### src/rtl/task_switch_params.svh
`ifndef TASK_SWITCH_PARAMS_SVH
`define TASK_SWITCH_PARAMS_SVH

// Register byte offsets
`define OFS_CTRL 8'h00
`define OFS_NEW_TSS_SEL 8'h04
`define OFS_TSS_DESC 8'h08
`define OFS_TSS_LIMIT 8'h0C
`define OFS_GDT_LIMIT 8'h10
`define OFS_CUR_IP 8'h14
`define OFS_TR_SEL 8'h18
`define OFS_CR0 8'h1C
`define OFS_STATUS 8'h20
`define OFS_ERR_CODE 8'h24
`define OFS_SAVED_IP 8'h28
`define OFS_NEW_IP 8'h2C
`define OFS_SEG_BASE 8'h40
`define NUM_SEGS 7

// Segment slots, in check order
`define SEG_LDT 3'h0
`define SEG_CS 3'h1
`define SEG_SS 3'h2

// Field positions
`define CTRL_START 0
`define TSS_PRESENT 0
`define TSS_BUSY 1
`define TSS_IS32 2
`define CR0_TS 3
`define ATTR_OK 16
`define ATTR_TYPE 17
`define ATTR_PRES 18
`define ATTR_DPL 19
`define ATTR_READ 21
`define ATTR_CONF 22

// Least state segment limits
`define TSS32_MIN_LIMIT 32'h0000006C
`define TSS16_MIN_LIMIT 32'h0000002C

// Documented step numbers shown in status
`define STEP_SEL 4'h1
`define STEP_PRES 4'h3
`define STEP_BUSY 4'h4
`define STEP_SAVE 4'h8
`define STEP_TR 4'hB
`define STEP_LOAD 4'hC
`define STEP_SEGS 4'hD
`define STEP_START 4'hE

`endif

### src/rtl/task_switch_pkg.sv
package task_switch_pkg;

    typedef enum logic [3:0] {
        ST_IDLE, ST_TSS_SEL, ST_TSS_PRES, ST_TSS_BUSY, ST_TSS_LIM,
        ST_SAVE, ST_TR_LOAD, ST_STATE_LOAD, ST_SEG_CHK, ST_START
    } seq_state_t;

    typedef enum logic [1:0] {
        CAUSE_JUMP, CAUSE_CALL, CAUSE_INT, CAUSE_INTERRUPT_RETURN
    } cause_t;

    typedef enum logic [2:0] {
        F_NONE, F_GENERAL_PROT, F_INVALID_STATE_SEG, F_NOT_PRESENT, F_STACK
    } fault_t;

    // Complete state of the switch unit
    typedef struct packed {
        seq_state_t state;
        cause_t cause;
        logic busy;
        logic done;
        logic fault;
        logic committed;
        logic new_env;
        fault_t fkind;
        logic [15:0] err;
        logic [2:0] seg_idx;
        logic cr0_ts;
        logic [1:0] current_privilege_level;
        logic [1:0] old_cpl;
        logic [15:0] tr_sel;
        logic [15:0] old_tr;
        logic [15:0] new_sel;
        logic [2:0] tss_desc;
        logic [31:0] tss_lim;
        logic [15:0] gdt_lim;
        logic [31:0] cur_ip;
        logic [31:0] saved_ip;
        logic [31:0] pend_ip;
        logic [31:0] new_ip;
        logic [6:0][22:0] seg;
        logic [31:0] prdata;
        logic pready;
        logic pslverr;
    } unit_state_t;

endpackage : task_switch_pkg

### src/rtl/task_switch_check_commit.sv
// The register offsets and register access over APB were chosen for this implementation.
`timescale 1ns/1ps
`default_nettype none
`include "task_switch_params.svh"

module task_switch_check_commit (
    // Clock, reset, enable
    input wire logic pclk,
    input wire logic presetn,
    input wire logic clk_en,
    // APB slave
    input wire logic psel,
    input wire logic penable,
    input wire logic pwrite,
    input wire logic [7:0] paddr,
    input wire logic [31:0] pwdata,
    output logic [31:0] prdata,
    output logic pready,
    output logic pslverr,
    // Memory side error while walking the tables
    input wire logic mem_err,
    // Task-switched flag
    output logic task_switched_flag
);

    task_switch_pkg::unit_state_t q;
    task_switch_pkg::unit_state_t d;

    // Fault a segment slot would raise; order valid, privilege, present
    function automatic task_switch_pkg::fault_t seg_fault(
        input logic [2:0] idx,
        input logic [22:0] w,
        input logic [1:0] current_privilege_level);
        logic valid;
        logic [1:0] descriptor_privilege_level;
        logic [1:0] requested_privilege_level;
        valid = w[`ATTR_OK] & w[`ATTR_TYPE];
        descriptor_privilege_level = w[`ATTR_DPL+1:`ATTR_DPL];
        requested_privilege_level = w[1:0];
        seg_fault = task_switch_pkg::F_NONE;
        if (idx == `SEG_LDT) begin
            if (!valid || !w[`ATTR_PRES]) begin
                seg_fault = task_switch_pkg::F_INVALID_STATE_SEG;
            end
        end else if (idx == `SEG_CS) begin
            if (!valid || descriptor_privilege_level != requested_privilege_level) begin
                seg_fault = task_switch_pkg::F_INVALID_STATE_SEG;
            end else if (!w[`ATTR_PRES]) begin
                seg_fault = task_switch_pkg::F_NOT_PRESENT;
            end
        end else if (idx == `SEG_SS) begin
            if (!valid || descriptor_privilege_level != current_privilege_level || descriptor_privilege_level != requested_privilege_level) begin
                seg_fault = task_switch_pkg::F_INVALID_STATE_SEG;
            end else if (!w[`ATTR_PRES]) begin
                seg_fault = task_switch_pkg::F_STACK;
            end
        end else begin
            if (!valid || !w[`ATTR_READ] || (!w[`ATTR_CONF] && descriptor_privilege_level < current_privilege_level)) begin
                seg_fault = task_switch_pkg::F_INVALID_STATE_SEG;
            end else if (!w[`ATTR_PRES]) begin
                seg_fault = task_switch_pkg::F_NOT_PRESENT;
            end
        end
    endfunction : seg_fault

    // Error code from a selector: index and table bit, low flags zero
    function automatic logic [15:0] err_of(input logic [15:0] sel);
        err_of = {sel[15:2], 2'b00};
    endfunction : err_of

    // Documented step number of each sequencer state
    function automatic logic [3:0] step_of(input task_switch_pkg::seq_state_t s);
        unique case (s)
            task_switch_pkg::ST_IDLE: step_of = 4'h0;
            task_switch_pkg::ST_TSS_SEL: step_of = `STEP_SEL;
            task_switch_pkg::ST_TSS_PRES: step_of = `STEP_PRES;
            task_switch_pkg::ST_TSS_BUSY: step_of = `STEP_BUSY;
            task_switch_pkg::ST_TSS_LIM: step_of = `STEP_PRES;
            task_switch_pkg::ST_SAVE: step_of = `STEP_SAVE;
            task_switch_pkg::ST_TR_LOAD: step_of = `STEP_TR;
            task_switch_pkg::ST_STATE_LOAD: step_of = `STEP_LOAD;
            task_switch_pkg::ST_SEG_CHK: step_of = `STEP_SEGS;
            task_switch_pkg::ST_START: step_of = `STEP_START;
        endcase
    endfunction : step_of

    logic setup;
    logic wr;
    logic seg_hit;
    logic [2:0] seg_i;
    logic [15:0] tss_end;
    logic [31:0] tss_min;
    task_switch_pkg::fault_t sf;

    // Bus decode helpers
    assign setup = psel & ~penable;
    assign wr = psel & penable & q.pready & pwrite;
    assign seg_i = paddr[4:2];
    assign seg_hit = (paddr[7:5] == 3'(`OFS_SEG_BASE >> 5)) && (paddr[1:0] == 2'b00)
        && (seg_i < 3'(`NUM_SEGS));
    // Last byte of the selected table entry
    assign tss_end = {q.new_sel[15:3], 3'h7};
    assign tss_min = q.tss_desc[`TSS_IS32] ? `TSS32_MIN_LIMIT : `TSS16_MIN_LIMIT;
    assign sf = seg_fault(q.seg_idx, q.seg[q.seg_idx], q.current_privilege_level);

    // Next state: bus slave and switch sequencer
    always_comb begin
        d = q;
        d.pready = 1'b0;
        d.pslverr = 1'b0;
        // Answer during setup so the access phase completes at once
        if (setup) begin
            d.pready = 1'b1;
            d.prdata = 32'h0000_0000;
            if (seg_hit) begin
                d.prdata = {9'h000, q.seg[seg_i]};
            end else begin
                unique case (paddr)
                    `OFS_CTRL: d.prdata = {29'h0, q.cause, q.busy};
                    `OFS_NEW_TSS_SEL: d.prdata = {16'h0, q.new_sel};
                    `OFS_TSS_DESC: d.prdata = {29'h0, q.tss_desc};
                    `OFS_TSS_LIMIT: d.prdata = q.tss_lim;
                    `OFS_GDT_LIMIT: d.prdata = {16'h0, q.gdt_lim};
                    `OFS_CUR_IP: d.prdata = q.cur_ip;
                    `OFS_TR_SEL: d.prdata = {16'h0, q.tr_sel};
                    `OFS_CR0: d.prdata = {28'h0, q.cr0_ts, 3'h0};
                    `OFS_STATUS: d.prdata = {18'h0, q.current_privilege_level, step_of(q.state),
                        q.fkind, q.new_env, q.committed, q.fault, q.done, q.busy};
                    `OFS_ERR_CODE: d.prdata = {16'h0, q.err};
                    `OFS_SAVED_IP: d.prdata = q.saved_ip;
                    `OFS_NEW_IP: d.prdata = q.new_ip;
                    default: d.pslverr = 1'b1;
                endcase
            end
        end
        // Writes; set-up registers are frozen while a switch runs
        if (wr && !q.pslverr) begin
            if (seg_hit && !q.busy) begin
                d.seg[seg_i] = pwdata[22:0];
            end else if (!q.busy) begin
                unique case (paddr)
                    `OFS_CTRL: begin
                        d.cause = task_switch_pkg::cause_t'(pwdata[2:1]);
                        if (pwdata[`CTRL_START]) begin
                            d.busy = 1'b1;
                            d.done = 1'b0;
                            d.fault = 1'b0;
                            d.committed = 1'b0;
                            d.new_env = 1'b0;
                            d.fkind = task_switch_pkg::F_NONE;
                            d.err = 16'h0000;
                            d.old_tr = q.tr_sel;
                            d.old_cpl = q.current_privilege_level;
                            d.state = task_switch_pkg::ST_TSS_SEL;
                        end
                    end
                    `OFS_NEW_TSS_SEL: d.new_sel = pwdata[15:0];
                    `OFS_TSS_DESC: d.tss_desc = pwdata[2:0];
                    `OFS_TSS_LIMIT: d.tss_lim = pwdata;
                    `OFS_GDT_LIMIT: d.gdt_lim = pwdata[15:0];
                    `OFS_CUR_IP: d.cur_ip = pwdata;
                    `OFS_TR_SEL: d.tr_sel = pwdata[15:0];
                    `OFS_NEW_IP: d.new_ip = pwdata;
                    default: ;
                endcase
            end
            // Clearing the flag is allowed at any time
            if (paddr == `OFS_CR0) begin
                d.cr0_ts = pwdata[`CR0_TS];
            end
        end

        // Sequencer; the sequencer state and commit flag pick the error path
        unique case (q.state)
            task_switch_pkg::ST_IDLE: ;
            task_switch_pkg::ST_TSS_SEL: begin
                // Global table only, entry inside its limit
                if (mem_err || q.new_sel[2] || tss_end > q.gdt_lim) begin
                    d.fkind = (q.cause == task_switch_pkg::CAUSE_INTERRUPT_RETURN)
                        ? task_switch_pkg::F_INVALID_STATE_SEG
                        : task_switch_pkg::F_GENERAL_PROT;
                    d.err = err_of(q.new_sel);
                    d.state = task_switch_pkg::ST_IDLE;
                end else begin
                    d.state = task_switch_pkg::ST_TSS_PRES;
                end
            end
            task_switch_pkg::ST_TSS_PRES: begin
                if (mem_err || !q.tss_desc[`TSS_PRESENT]) begin
                    d.fkind = task_switch_pkg::F_NOT_PRESENT;
                    d.err = err_of(q.new_sel);
                    d.state = task_switch_pkg::ST_IDLE;
                end else begin
                    d.state = task_switch_pkg::ST_TSS_BUSY;
                end
            end
            task_switch_pkg::ST_TSS_BUSY: begin
                d.state = task_switch_pkg::ST_TSS_LIM;
                if (q.cause == task_switch_pkg::CAUSE_INTERRUPT_RETURN) begin
                    if (mem_err || !q.tss_desc[`TSS_BUSY]) begin
                        d.fkind = task_switch_pkg::F_INVALID_STATE_SEG;
                        d.err = err_of(q.new_sel);
                        d.state = task_switch_pkg::ST_IDLE;
                    end
                end else if (mem_err || q.tss_desc[`TSS_BUSY]) begin
                    d.fkind = task_switch_pkg::F_GENERAL_PROT;
                    d.err = err_of(q.tr_sel);
                    d.state = task_switch_pkg::ST_IDLE;
                end
            end
            task_switch_pkg::ST_TSS_LIM: begin
                if (mem_err || q.tss_lim < tss_min) begin
                    d.fkind = task_switch_pkg::F_INVALID_STATE_SEG;
                    d.err = err_of(q.new_sel);
                    d.state = task_switch_pkg::ST_IDLE;
                end else begin
                    d.state = task_switch_pkg::ST_SAVE;
                end
            end
            task_switch_pkg::ST_SAVE: begin
                // Staged only; published with the task register
                d.pend_ip = q.cur_ip;
                d.state = mem_err ? task_switch_pkg::ST_IDLE
                    : task_switch_pkg::ST_TR_LOAD;
                if (mem_err) begin
                    d.fkind = task_switch_pkg::F_INVALID_STATE_SEG;
                    d.err = err_of(q.tr_sel);
                end
            end
            task_switch_pkg::ST_TR_LOAD: begin
                if (mem_err) begin
                    // Nothing published yet, so the old state stands
                    d.fkind = task_switch_pkg::F_INVALID_STATE_SEG;
                    d.err = err_of(q.new_sel);
                    d.state = task_switch_pkg::ST_IDLE;
                end else begin
                    d.tr_sel = q.new_sel;
                    d.saved_ip = q.pend_ip;
                    d.state = task_switch_pkg::ST_STATE_LOAD;
                end
            end
            task_switch_pkg::ST_STATE_LOAD: begin
                if (mem_err) begin
                    // Hand back to the old task's environment
                    d.tr_sel = q.old_tr;
                    d.current_privilege_level = q.old_cpl;
                    d.fkind = task_switch_pkg::F_INVALID_STATE_SEG;
                    d.err = err_of(q.new_sel);
                    d.state = task_switch_pkg::ST_IDLE;
                end else begin
                    // Privilege from the new code selector only
                    d.current_privilege_level = q.seg[`SEG_CS][1:0];
                    d.cur_ip = q.new_ip;
                    d.committed = 1'b1;
                    d.seg_idx = `SEG_LDT;
                    d.state = task_switch_pkg::ST_SEG_CHK;
                end
            end
            task_switch_pkg::ST_SEG_CHK: begin
                // First failure ends checking; switch still completes
                if (mem_err || sf != task_switch_pkg::F_NONE) begin
                    d.fkind = mem_err ? task_switch_pkg::F_INVALID_STATE_SEG : sf;
                    d.err = (q.seg_idx == `SEG_LDT)
                        ? err_of(q.seg[q.seg_idx][15:0]) : err_of(q.seg[q.seg_idx][15:0]);
                    d.fault = 1'b1;
                    d.new_env = 1'b1;
                    d.state = task_switch_pkg::ST_START;
                end else if (q.seg_idx == 3'(`NUM_SEGS - 1)) begin
                    d.state = task_switch_pkg::ST_START;
                end else begin
                    d.seg_idx = q.seg_idx + 3'h1;
                end
            end
            task_switch_pkg::ST_START: begin
                // Instruction pointer left at entry: first one not run
                d.cur_ip = q.new_ip;
                d.cr0_ts = 1'b1;
                d.busy = 1'b0;
                d.done = 1'b1;
                d.state = task_switch_pkg::ST_IDLE;
            end
        endcase
        // Any pre-commit exit with a fault code ends the switch unfinished
        if (q.busy && !q.committed && d.state == task_switch_pkg::ST_IDLE
            && q.state != task_switch_pkg::ST_IDLE) begin
            d.busy = 1'b0;
            d.fault = 1'b1;
            d.done = 1'b1;
        end
    end

    // State register
    always_ff @(posedge pclk or negedge presetn) begin
        if (!presetn) begin
            q <= '0;
        end else if (clk_en) begin
            q <= d;
        end
    end

    // Outputs straight from flops
    assign prdata = q.prdata;
    assign pready = q.pready;
    assign pslverr = q.pslverr;
    assign task_switched_flag = q.cr0_ts;

endmodule : task_switch_check_commit

`default_nettype wire

### config.mk
export PLATFORM = sky130hd
export DESIGN_NAME = task_switch_check_commit
export DESIGN_NICKNAME = d
export VERILOG_FILES = /design/src/rtl/task_switch_pkg.sv /design/src/rtl/task_switch_check_commit.sv
export VERILOG_INCLUDE_DIRS = /design/src /design/src/rtl
export SDC_FILE = /design/constraint.sdc
export NUM_CORES = 1
export LEC_CHECK = 0
export BUFFER_PORTS_ARGS = -buffer_cell sky130_fd_sc_hd__buf_2
export CORE_ASPECT_RATIO = 1.5
export CORE_MARGIN = 5
export CORE_UTILIZATION = 50
export CTS_BUF_LIST = sky130_fd_sc_hd__clkbuf_8
export CTS_CLUSTER_DIAMETER = 40
export DETAILED_ROUTE_END_ITERATION = 8
export PLACE_DENSITY_LB_ADDON = 0.1
export SYNTH_ARGS = -nofsm -noshare
export SYNTH_HDL_FRONTEND = slang
export SYNTH_SLANG_ARGS = --single-unit
### constraint.sdc
create_clock -name pclk -period 10.9 [get_ports pclk]
set_input_delay 3.27 -clock pclk [delete_from_list [all_inputs] [get_ports pclk]]
set_output_delay 3.27 -clock pclk [all_outputs]
set_load 0.1 [all_outputs]
# After elaboration in Yosys (flattened, before gate mapping)
# Index checks and enable logic that the tools add are counted.
[op_classes]
n_eq_ne = 32
n_addsub = 1
n_bitwise = 9
muxes = 84
order_cmp = 7
n_reduce_logical = 63
[ops]
columns = ["operator", "n"]
rows = [
  ["131-bit two-way mux", 3],
  ["32-bit case mux with 12 select lines", 1],
  ["161-bit bitwise mux", 1],
  ["19-bit two-way mux", 8],
  ["23-bit binary-select mux with 3-bit select", 2],
  ["19-bit case mux with 7 select lines", 1],
  ["32-bit two-way mux", 4],
  ["30-bit two-way mux", 4],
  ["16-bit two-way mux", 7],
  ["4-bit case mux with 9 select lines", 2],
  ["23-bit demux with 3-bit select", 1],
  ["23-bit two-way mux", 3],
  ["32-bit case mux with 2 select lines", 1],
  ["3-bit two-way mux", 16],
  ["5-bit AND reduction", 7],
  ["8-bit by 5-bit equality test with 1-bit output (second input constant)", 4],
  ["8-bit by 6-bit equality test with 1-bit output (second input constant)", 4],
  ["32-bit by 7-bit less-than comparator with 1-bit output", 1],
  ["16-bit case mux with 2 select lines", 1],
  ["24-bit two-way mux", 1],
  ["2-bit two-way mux", 10],
  ["20-bit two-way mux", 1],
  ["4-bit two-way mux", 5],
  ["4-bit by 3-bit equality test with 1-bit output (second input constant)", 4],
  ["38 further kinds", 104],
]
[totals]
output_inout_bits = 35
wordCells = 229
regBits = 460
in_bits = 47

# Longest topological paths before layout
[depth]
ltp_word = 19
ltp_mapped = 17
depth_no_buf = 12

# Worst setup path before layout
# Ideal clock, no wire load.
[synth_path]
kind = "input to register"
start = "input paddr[2]"
end = "register q, in the netlist prdata[17]"
required_time_ns = 10.774
setup_slack_ns = 5.222
setup_ns = 0.126
arrival_time_ns = 5.552
path_stages = 9
n_path_buf = 4
path_cell_list = "clkbuf_1 -> buf_1 -> clkbuf_1 -> clkbuf_1 -> mux2i_1 -> nor2_1 -> a21oi_1 -> o21ai_0 -> a221o_1"
[synth_via]
elab_chain_len = 3
word_cells_on_any_way = 18
classes_between = "order compare (1); eq/ne (11); mux (4); reduce/logical (2)"
[synth_lines]
columns = ["item", "line", "source"]
rows = [
  ["start: declaration", "task_switch_check_commit.sv:15", "input wire logic [7:0] paddr,"],
  ["8-bit by 6-bit equality test with 1-bit output (tied with other cells)", "task_switch_check_commit.sv:118", "unique case (paddr)"],
  ["32-bit case mux with 12 select lines (tied with other cells)", "task_switch_check_commit.sv:118", ""],
  ["32-bit two-way mux *", "task_switch_check_commit.sv:115", "if (seg_hit) begin"],
  ["end signal: assignment", "task_switch_check_commit.sv:295", "q <= '0;"],
  ["end signal: assignment", "task_switch_check_commit.sv:297", "q <= d;"],
  ["end: declaration", "task_switch_check_commit.sv:26", "task_switch_pkg::unit_state_t q;"],
]
# Mark *: on every way between the ends. The rest lies on a longest branch, timed or not. The select of a mux whose other input is x is not followed.
# A chain may end at the register's enable or synchronous reset.

# Final worst setup path
[layout_path]
start = "input paddr[6]"
end = "register q[212] (netlist bit)"
[layout_via]
elab_chain_len = 6
word_cells_on_any_way = 7
classes_between = "eq/ne (2); bitwise (1); reduce/logical (4)"
[layout_lines]
columns = ["item", "line", "source"]
rows = [
  ["3-bit by 2-bit equality test with 1-bit output", "task_switch_check_commit.sv:99", "assign seg_hit = (paddr[7:5] == 3'(`OFS_SEG_BASE >> 5)) && (paddr[1:0] == 2'b00)"],
  ["1-bit logical AND (2 in series)", "task_switch_check_commit.sv:99", ""],
  ["1-bit logical AND", "task_switch_check_commit.sv:138", "if (seg_hit && !q.busy) begin"],
  ["1-bit inverter (no line)", "-", ""],
  ["5-bit AND reduction (no line) *", "-", ""],
]
# Mark *: on every way between the ends. The rest lies on a longest branch, timed or not.

==> impl_metrics.csv <==
group,metric,value,unit
synthesis,yosysSeqAreaShare,47.81,%
floorplanning,die_h,278.8,um
timing,max-slew-margin-rel,13.01,%
route,firstDrtPassIters,7,
grt,grt.overflow.total,0,
synthesis,synth_seq_cells,460,
placement,dp_hpwl,55710,um
synthesis,synth_area_per_cell,11.00,um^2
clocking,postCtsHoldBufs,0,
clocking,path_clk_slew,60,ps
synthesis,async_flop_share,100.0,%
clocking,cts_resized,0,
synthesis,ys_warn_count,0,
power_and_ir_drop,p_switching,1.374,mW
synthesis,synth-edff-count,0,
cells_and_area,num-nets-final,2258,
timing,drv_slew,0,
route,drt-total-wl,85610,um
critical_path,path_cells,"buf_2 > nor4_1 > nand3_1 > nor2_2 > nand2_2 > mux2_2",
cells_and_area,drive_gt1_share,29.23,%
floorplanning,num_io_pins,82,
route,vias_per_cell,6.776,
status,status,"finished, final reports clean",
route,vias,19310,
synthesis,syn_inst,2188,
route,drt_iter0_drc,1884,
floorplanning,initial_core_util,50.48,%
placement,postPlaceCellArea,24810,um^2
timing,fmax,167.2,MHz
grt,grt_pass1_vias,19950,
hold_path,hp-class,"reg2reg",
synthesis,ys.flop_type,"dfrtp_1",
route,drc_errors,0,
power_and_ir_drop,p_per_area,164.7,nW/um^2
cells_and_area,n_fill_cell,4193,
synthesis,syn_nets,2255,
cells_and_area,area_delta_synth_final,9.639,%
floorplanning,dieArea,52740,um^2
timing,tightestPinTransition,1302,ps
clocking,cts.sinks,460,
grt,grtUsageTotal,32.03,%
floorplanning,core_area,47700,um^2
clocking,cts-root-buf,"clkbuf_8",
power_and_ir_drop,clkPwrFrac,36.8,%
timing,rsz0062_at_grt,"false",
clocking,cts.path.max_buffers,3,
critical_path,crit_buf_inv,1,
grt,grt_max_degree,110,
floorplanning,rows,98,
timing,hold_violations,0,
flow_run,maxCapViolations,0,
route,wl_per_cell,30.05,um
timing,skew,33.48,ps
clocking,cts_tree,"done",
timing,setup_viol,0,
critical_path,cp_top_family,"simple AND/OR/NAND/NOR gates",
power_and_ir_drop,sw_frac_of_total,31.59,%
synthesis,synth_area,24080,um^2
clocking,cts_max_level,3,
power_and_ir_drop,seqPwrFrac,45.3,%
timing,min_period,5981,ps
critical_path,crit_fanout,32,
placement,place_congestion,0.9647,
synthesis,synth.distinct_cells,74,
timing,finalCritPeriodShare,54.87,%
grt,grt_pass1_wl,127500,um
placement,dpl_worst_slack,4181,ps
critical_path,critPathRequiredTime,11440,ps
timing,timing.final.ws_setup,4919,ps
placement,io_buffers,81,
floorplanning,dieWidth,189.2,um
critical_path,cp_slowest_stage_delay,830,ps
timing,finalSetupTns,0,ps
clocking,cts_made_buffers,77,
clocking,clock_latency,680,ps
critical_path,criticalPathCategory,"in2reg",
critical_path,startpoint_type,"primary input",
critical_path,worstPathArrival,6520,ps
clocking,cts_setup_buffers,0,
critical_path,cp_slowest_cell,"nand2_2",
power_and_ir_drop,p_comb_share,17.8,%
critical_path,worst_setup_path_end_kind,"flip-flop",
route,ant_nets,0,
cells_and_area,final_cell_area,26400,um^2
power_and_ir_drop,internal-power,2.975,mW
grt,antenna_found_initial,2,
power_and_ir_drop,p_leak,12.38,nW
power_and_ir_drop,vdd_drop_max,0.1128,mV
==> layer usage <==
metal / vias up / wire length, um / track usage (%)
met2: 1005 / 41860 / 53.54
met1: 9812 / 30950 / 38.38
met3: 280 / 6757 / 5.465
met4: 0 / 6039 / 20.38
met5: - / 0 / 0
li1: 8209 / - / -
==> tightest hold or removal path: cells and delay by family (launching register included) <==
family / cells / cell delay (ps)
flops: 1 / 340
simple gates: 1 / 50
compound gates: 1 / 60
==> synthesized netlist by cell type, types with 5 or more instances <==
cell / instances / area share [%]
dfrtp_1: 460 / 48
mux2_2: 338 / 16
nand2_1: 207 / 3.2
clkbuf_1: 138 / 2.2
nor2_1: 117 / 1.8
a21oi_1: 109 / 2.3
o21ai_0: 98 / 2.0
a31oi_1: 49 / 1.3
mux2i_1: 47 / 2.0
a222oi_1: 41 / 1.7
nand3_1: 40 / 0.83
mux4_2: 39 / 3.6
a221o_1: 35 / 1.5
inv_1: 35 / 0.55
buf_1: 34 / 0.53
o22ai_1: 34 / 0.88
a221oi_1: 33 / 1.2
buf_4: 32 / 1.0
nor3_1: 28 / 0.58
ha_1: 20 / 1.0
a21o_1: 18 / 0.56
a22oi_1: 17 / 0.53
nor4_1: 17 / 0.44
a22o_1: 16 / 0.58
o211ai_1: 15 / 0.47
nor2b_1: 13 / 0.34
a211oi_1: 12 / 0.37
a41oi_1: 10 / 0.36
a32oi_1: 9 / 0.33
nand2b_1: 9 / 0.23
and3_1: 8 / 0.21
nand4_1: 8 / 0.21
mux2_1: 7 / 0.33
a32o_1: 6 / 0.25
and2_1: 6 / 0.16
buf_2: 6 / 0.12
or3_1: 6 / 0.16
a211o_1: 5 / 0.18
==> placed cells by master, fill, tap and decap left out, types with 16 or more instances in the layout <==
cell type / n
a21o_1: 18
a21oi_1: 108
a221o_1: 35
a221oi_1: 33
a222oi_1: 41
a22o_1: 16
a22oi_1: 17
a31oi_1: 49
buf_2: 79
buf_4: 57
clkbuf_8: 94
dfrtp_1: 458
ha_1: 20
inv_1: 59
mux2_2: 338
mux2i_1: 47
mux4_2: 39
nand2_1: 204
nand3_1: 40
nor2_1: 114
nor3_1: 18
nor4_1: 16
o21ai_0: 98
o22ai_1: 34
==> stage by stage <==
step | power, mW | utilization [%] | instances | hold WS (ps)
final | 4.348 | 55.35 | 2849 | 471.8
after detailed placement | 2.757 | 52.01 | 2712 | 462.9
after floorplan | 2.453 | - | 2188 | 445.6
after global routing | 4.536 | 55.35 | 2849 | 506.9
after global placement | 2.741 | 52.01 | 2712 | 458.6
after CTS | 4.362 | 55.34 | 2848 | 478.5
==> area by class of cell <==
type	instances	area (um^2)	share of cell area, %
multi-input cells	1477	11560	43.79
repair buffers	137	838.3	3.176
flip-flops and latches	460	11510	43.61
well taps	600	750.7	2.844
clock buffers	94	1294	4.901
diodes	1	2.502	0.009479
inverters	38	142.6	0.5403
clock inverters	42	296.5	1.123
==> path summary, 6_finish.rpt <==
| path | startpoint | end | slack, ps | cells past startpoint |
|---|---|---|---|---|
| max in group asynchronous | presetn | q[225] | 6560 | 2 |
| max reg2reg | q[429] | q[431] | 5130 | 13 |
| min | prdata[28] | prdata[28] | 470 | 2 |
| min reg2reg | prdata[28] | prdata[28] | 470 | 2 |
| max | paddr[6] | q[212] | 4920 | 6 |
| min in group asynchronous | presetn | q[446] | 2650 | 1 |
==> registers in the layout, indices dropped and copies added (netlist names) <==
register,count
prdata,32
pready,1
pslverr,1
q,425
task_switched_flag,1
==> logic make-up after synthesis <==
logic type / count (synthesis) / share of synthesized area (%)
buf+inv: 251 / 4.552
xor+xnor: 5 / 0.1819
flops: 460 / 47.81
simple gates: 479 / 8.948
mux: 431 / 21.74
fa+ha+maj: 20 / 1.039
compound gates: 542 / 15.73
==> power groups by stage <==
| stage | logic, mW | registers [mW] | clock network, mW |
|---|---|---|---|
| global placement | 0.751 | 1.99 | 0 |
| CTS | 0.764 | 1.96 | 1.63 |
| global route | 0.834 | 1.98 | 1.72 |
| floorplan | 0.512 | 1.94 | 0 |
| finish | 0.775 | 1.97 | 1.60 |
| detailed placement | 0.761 | 2.00 | 0 |
(Power assumes the default switching activity.)
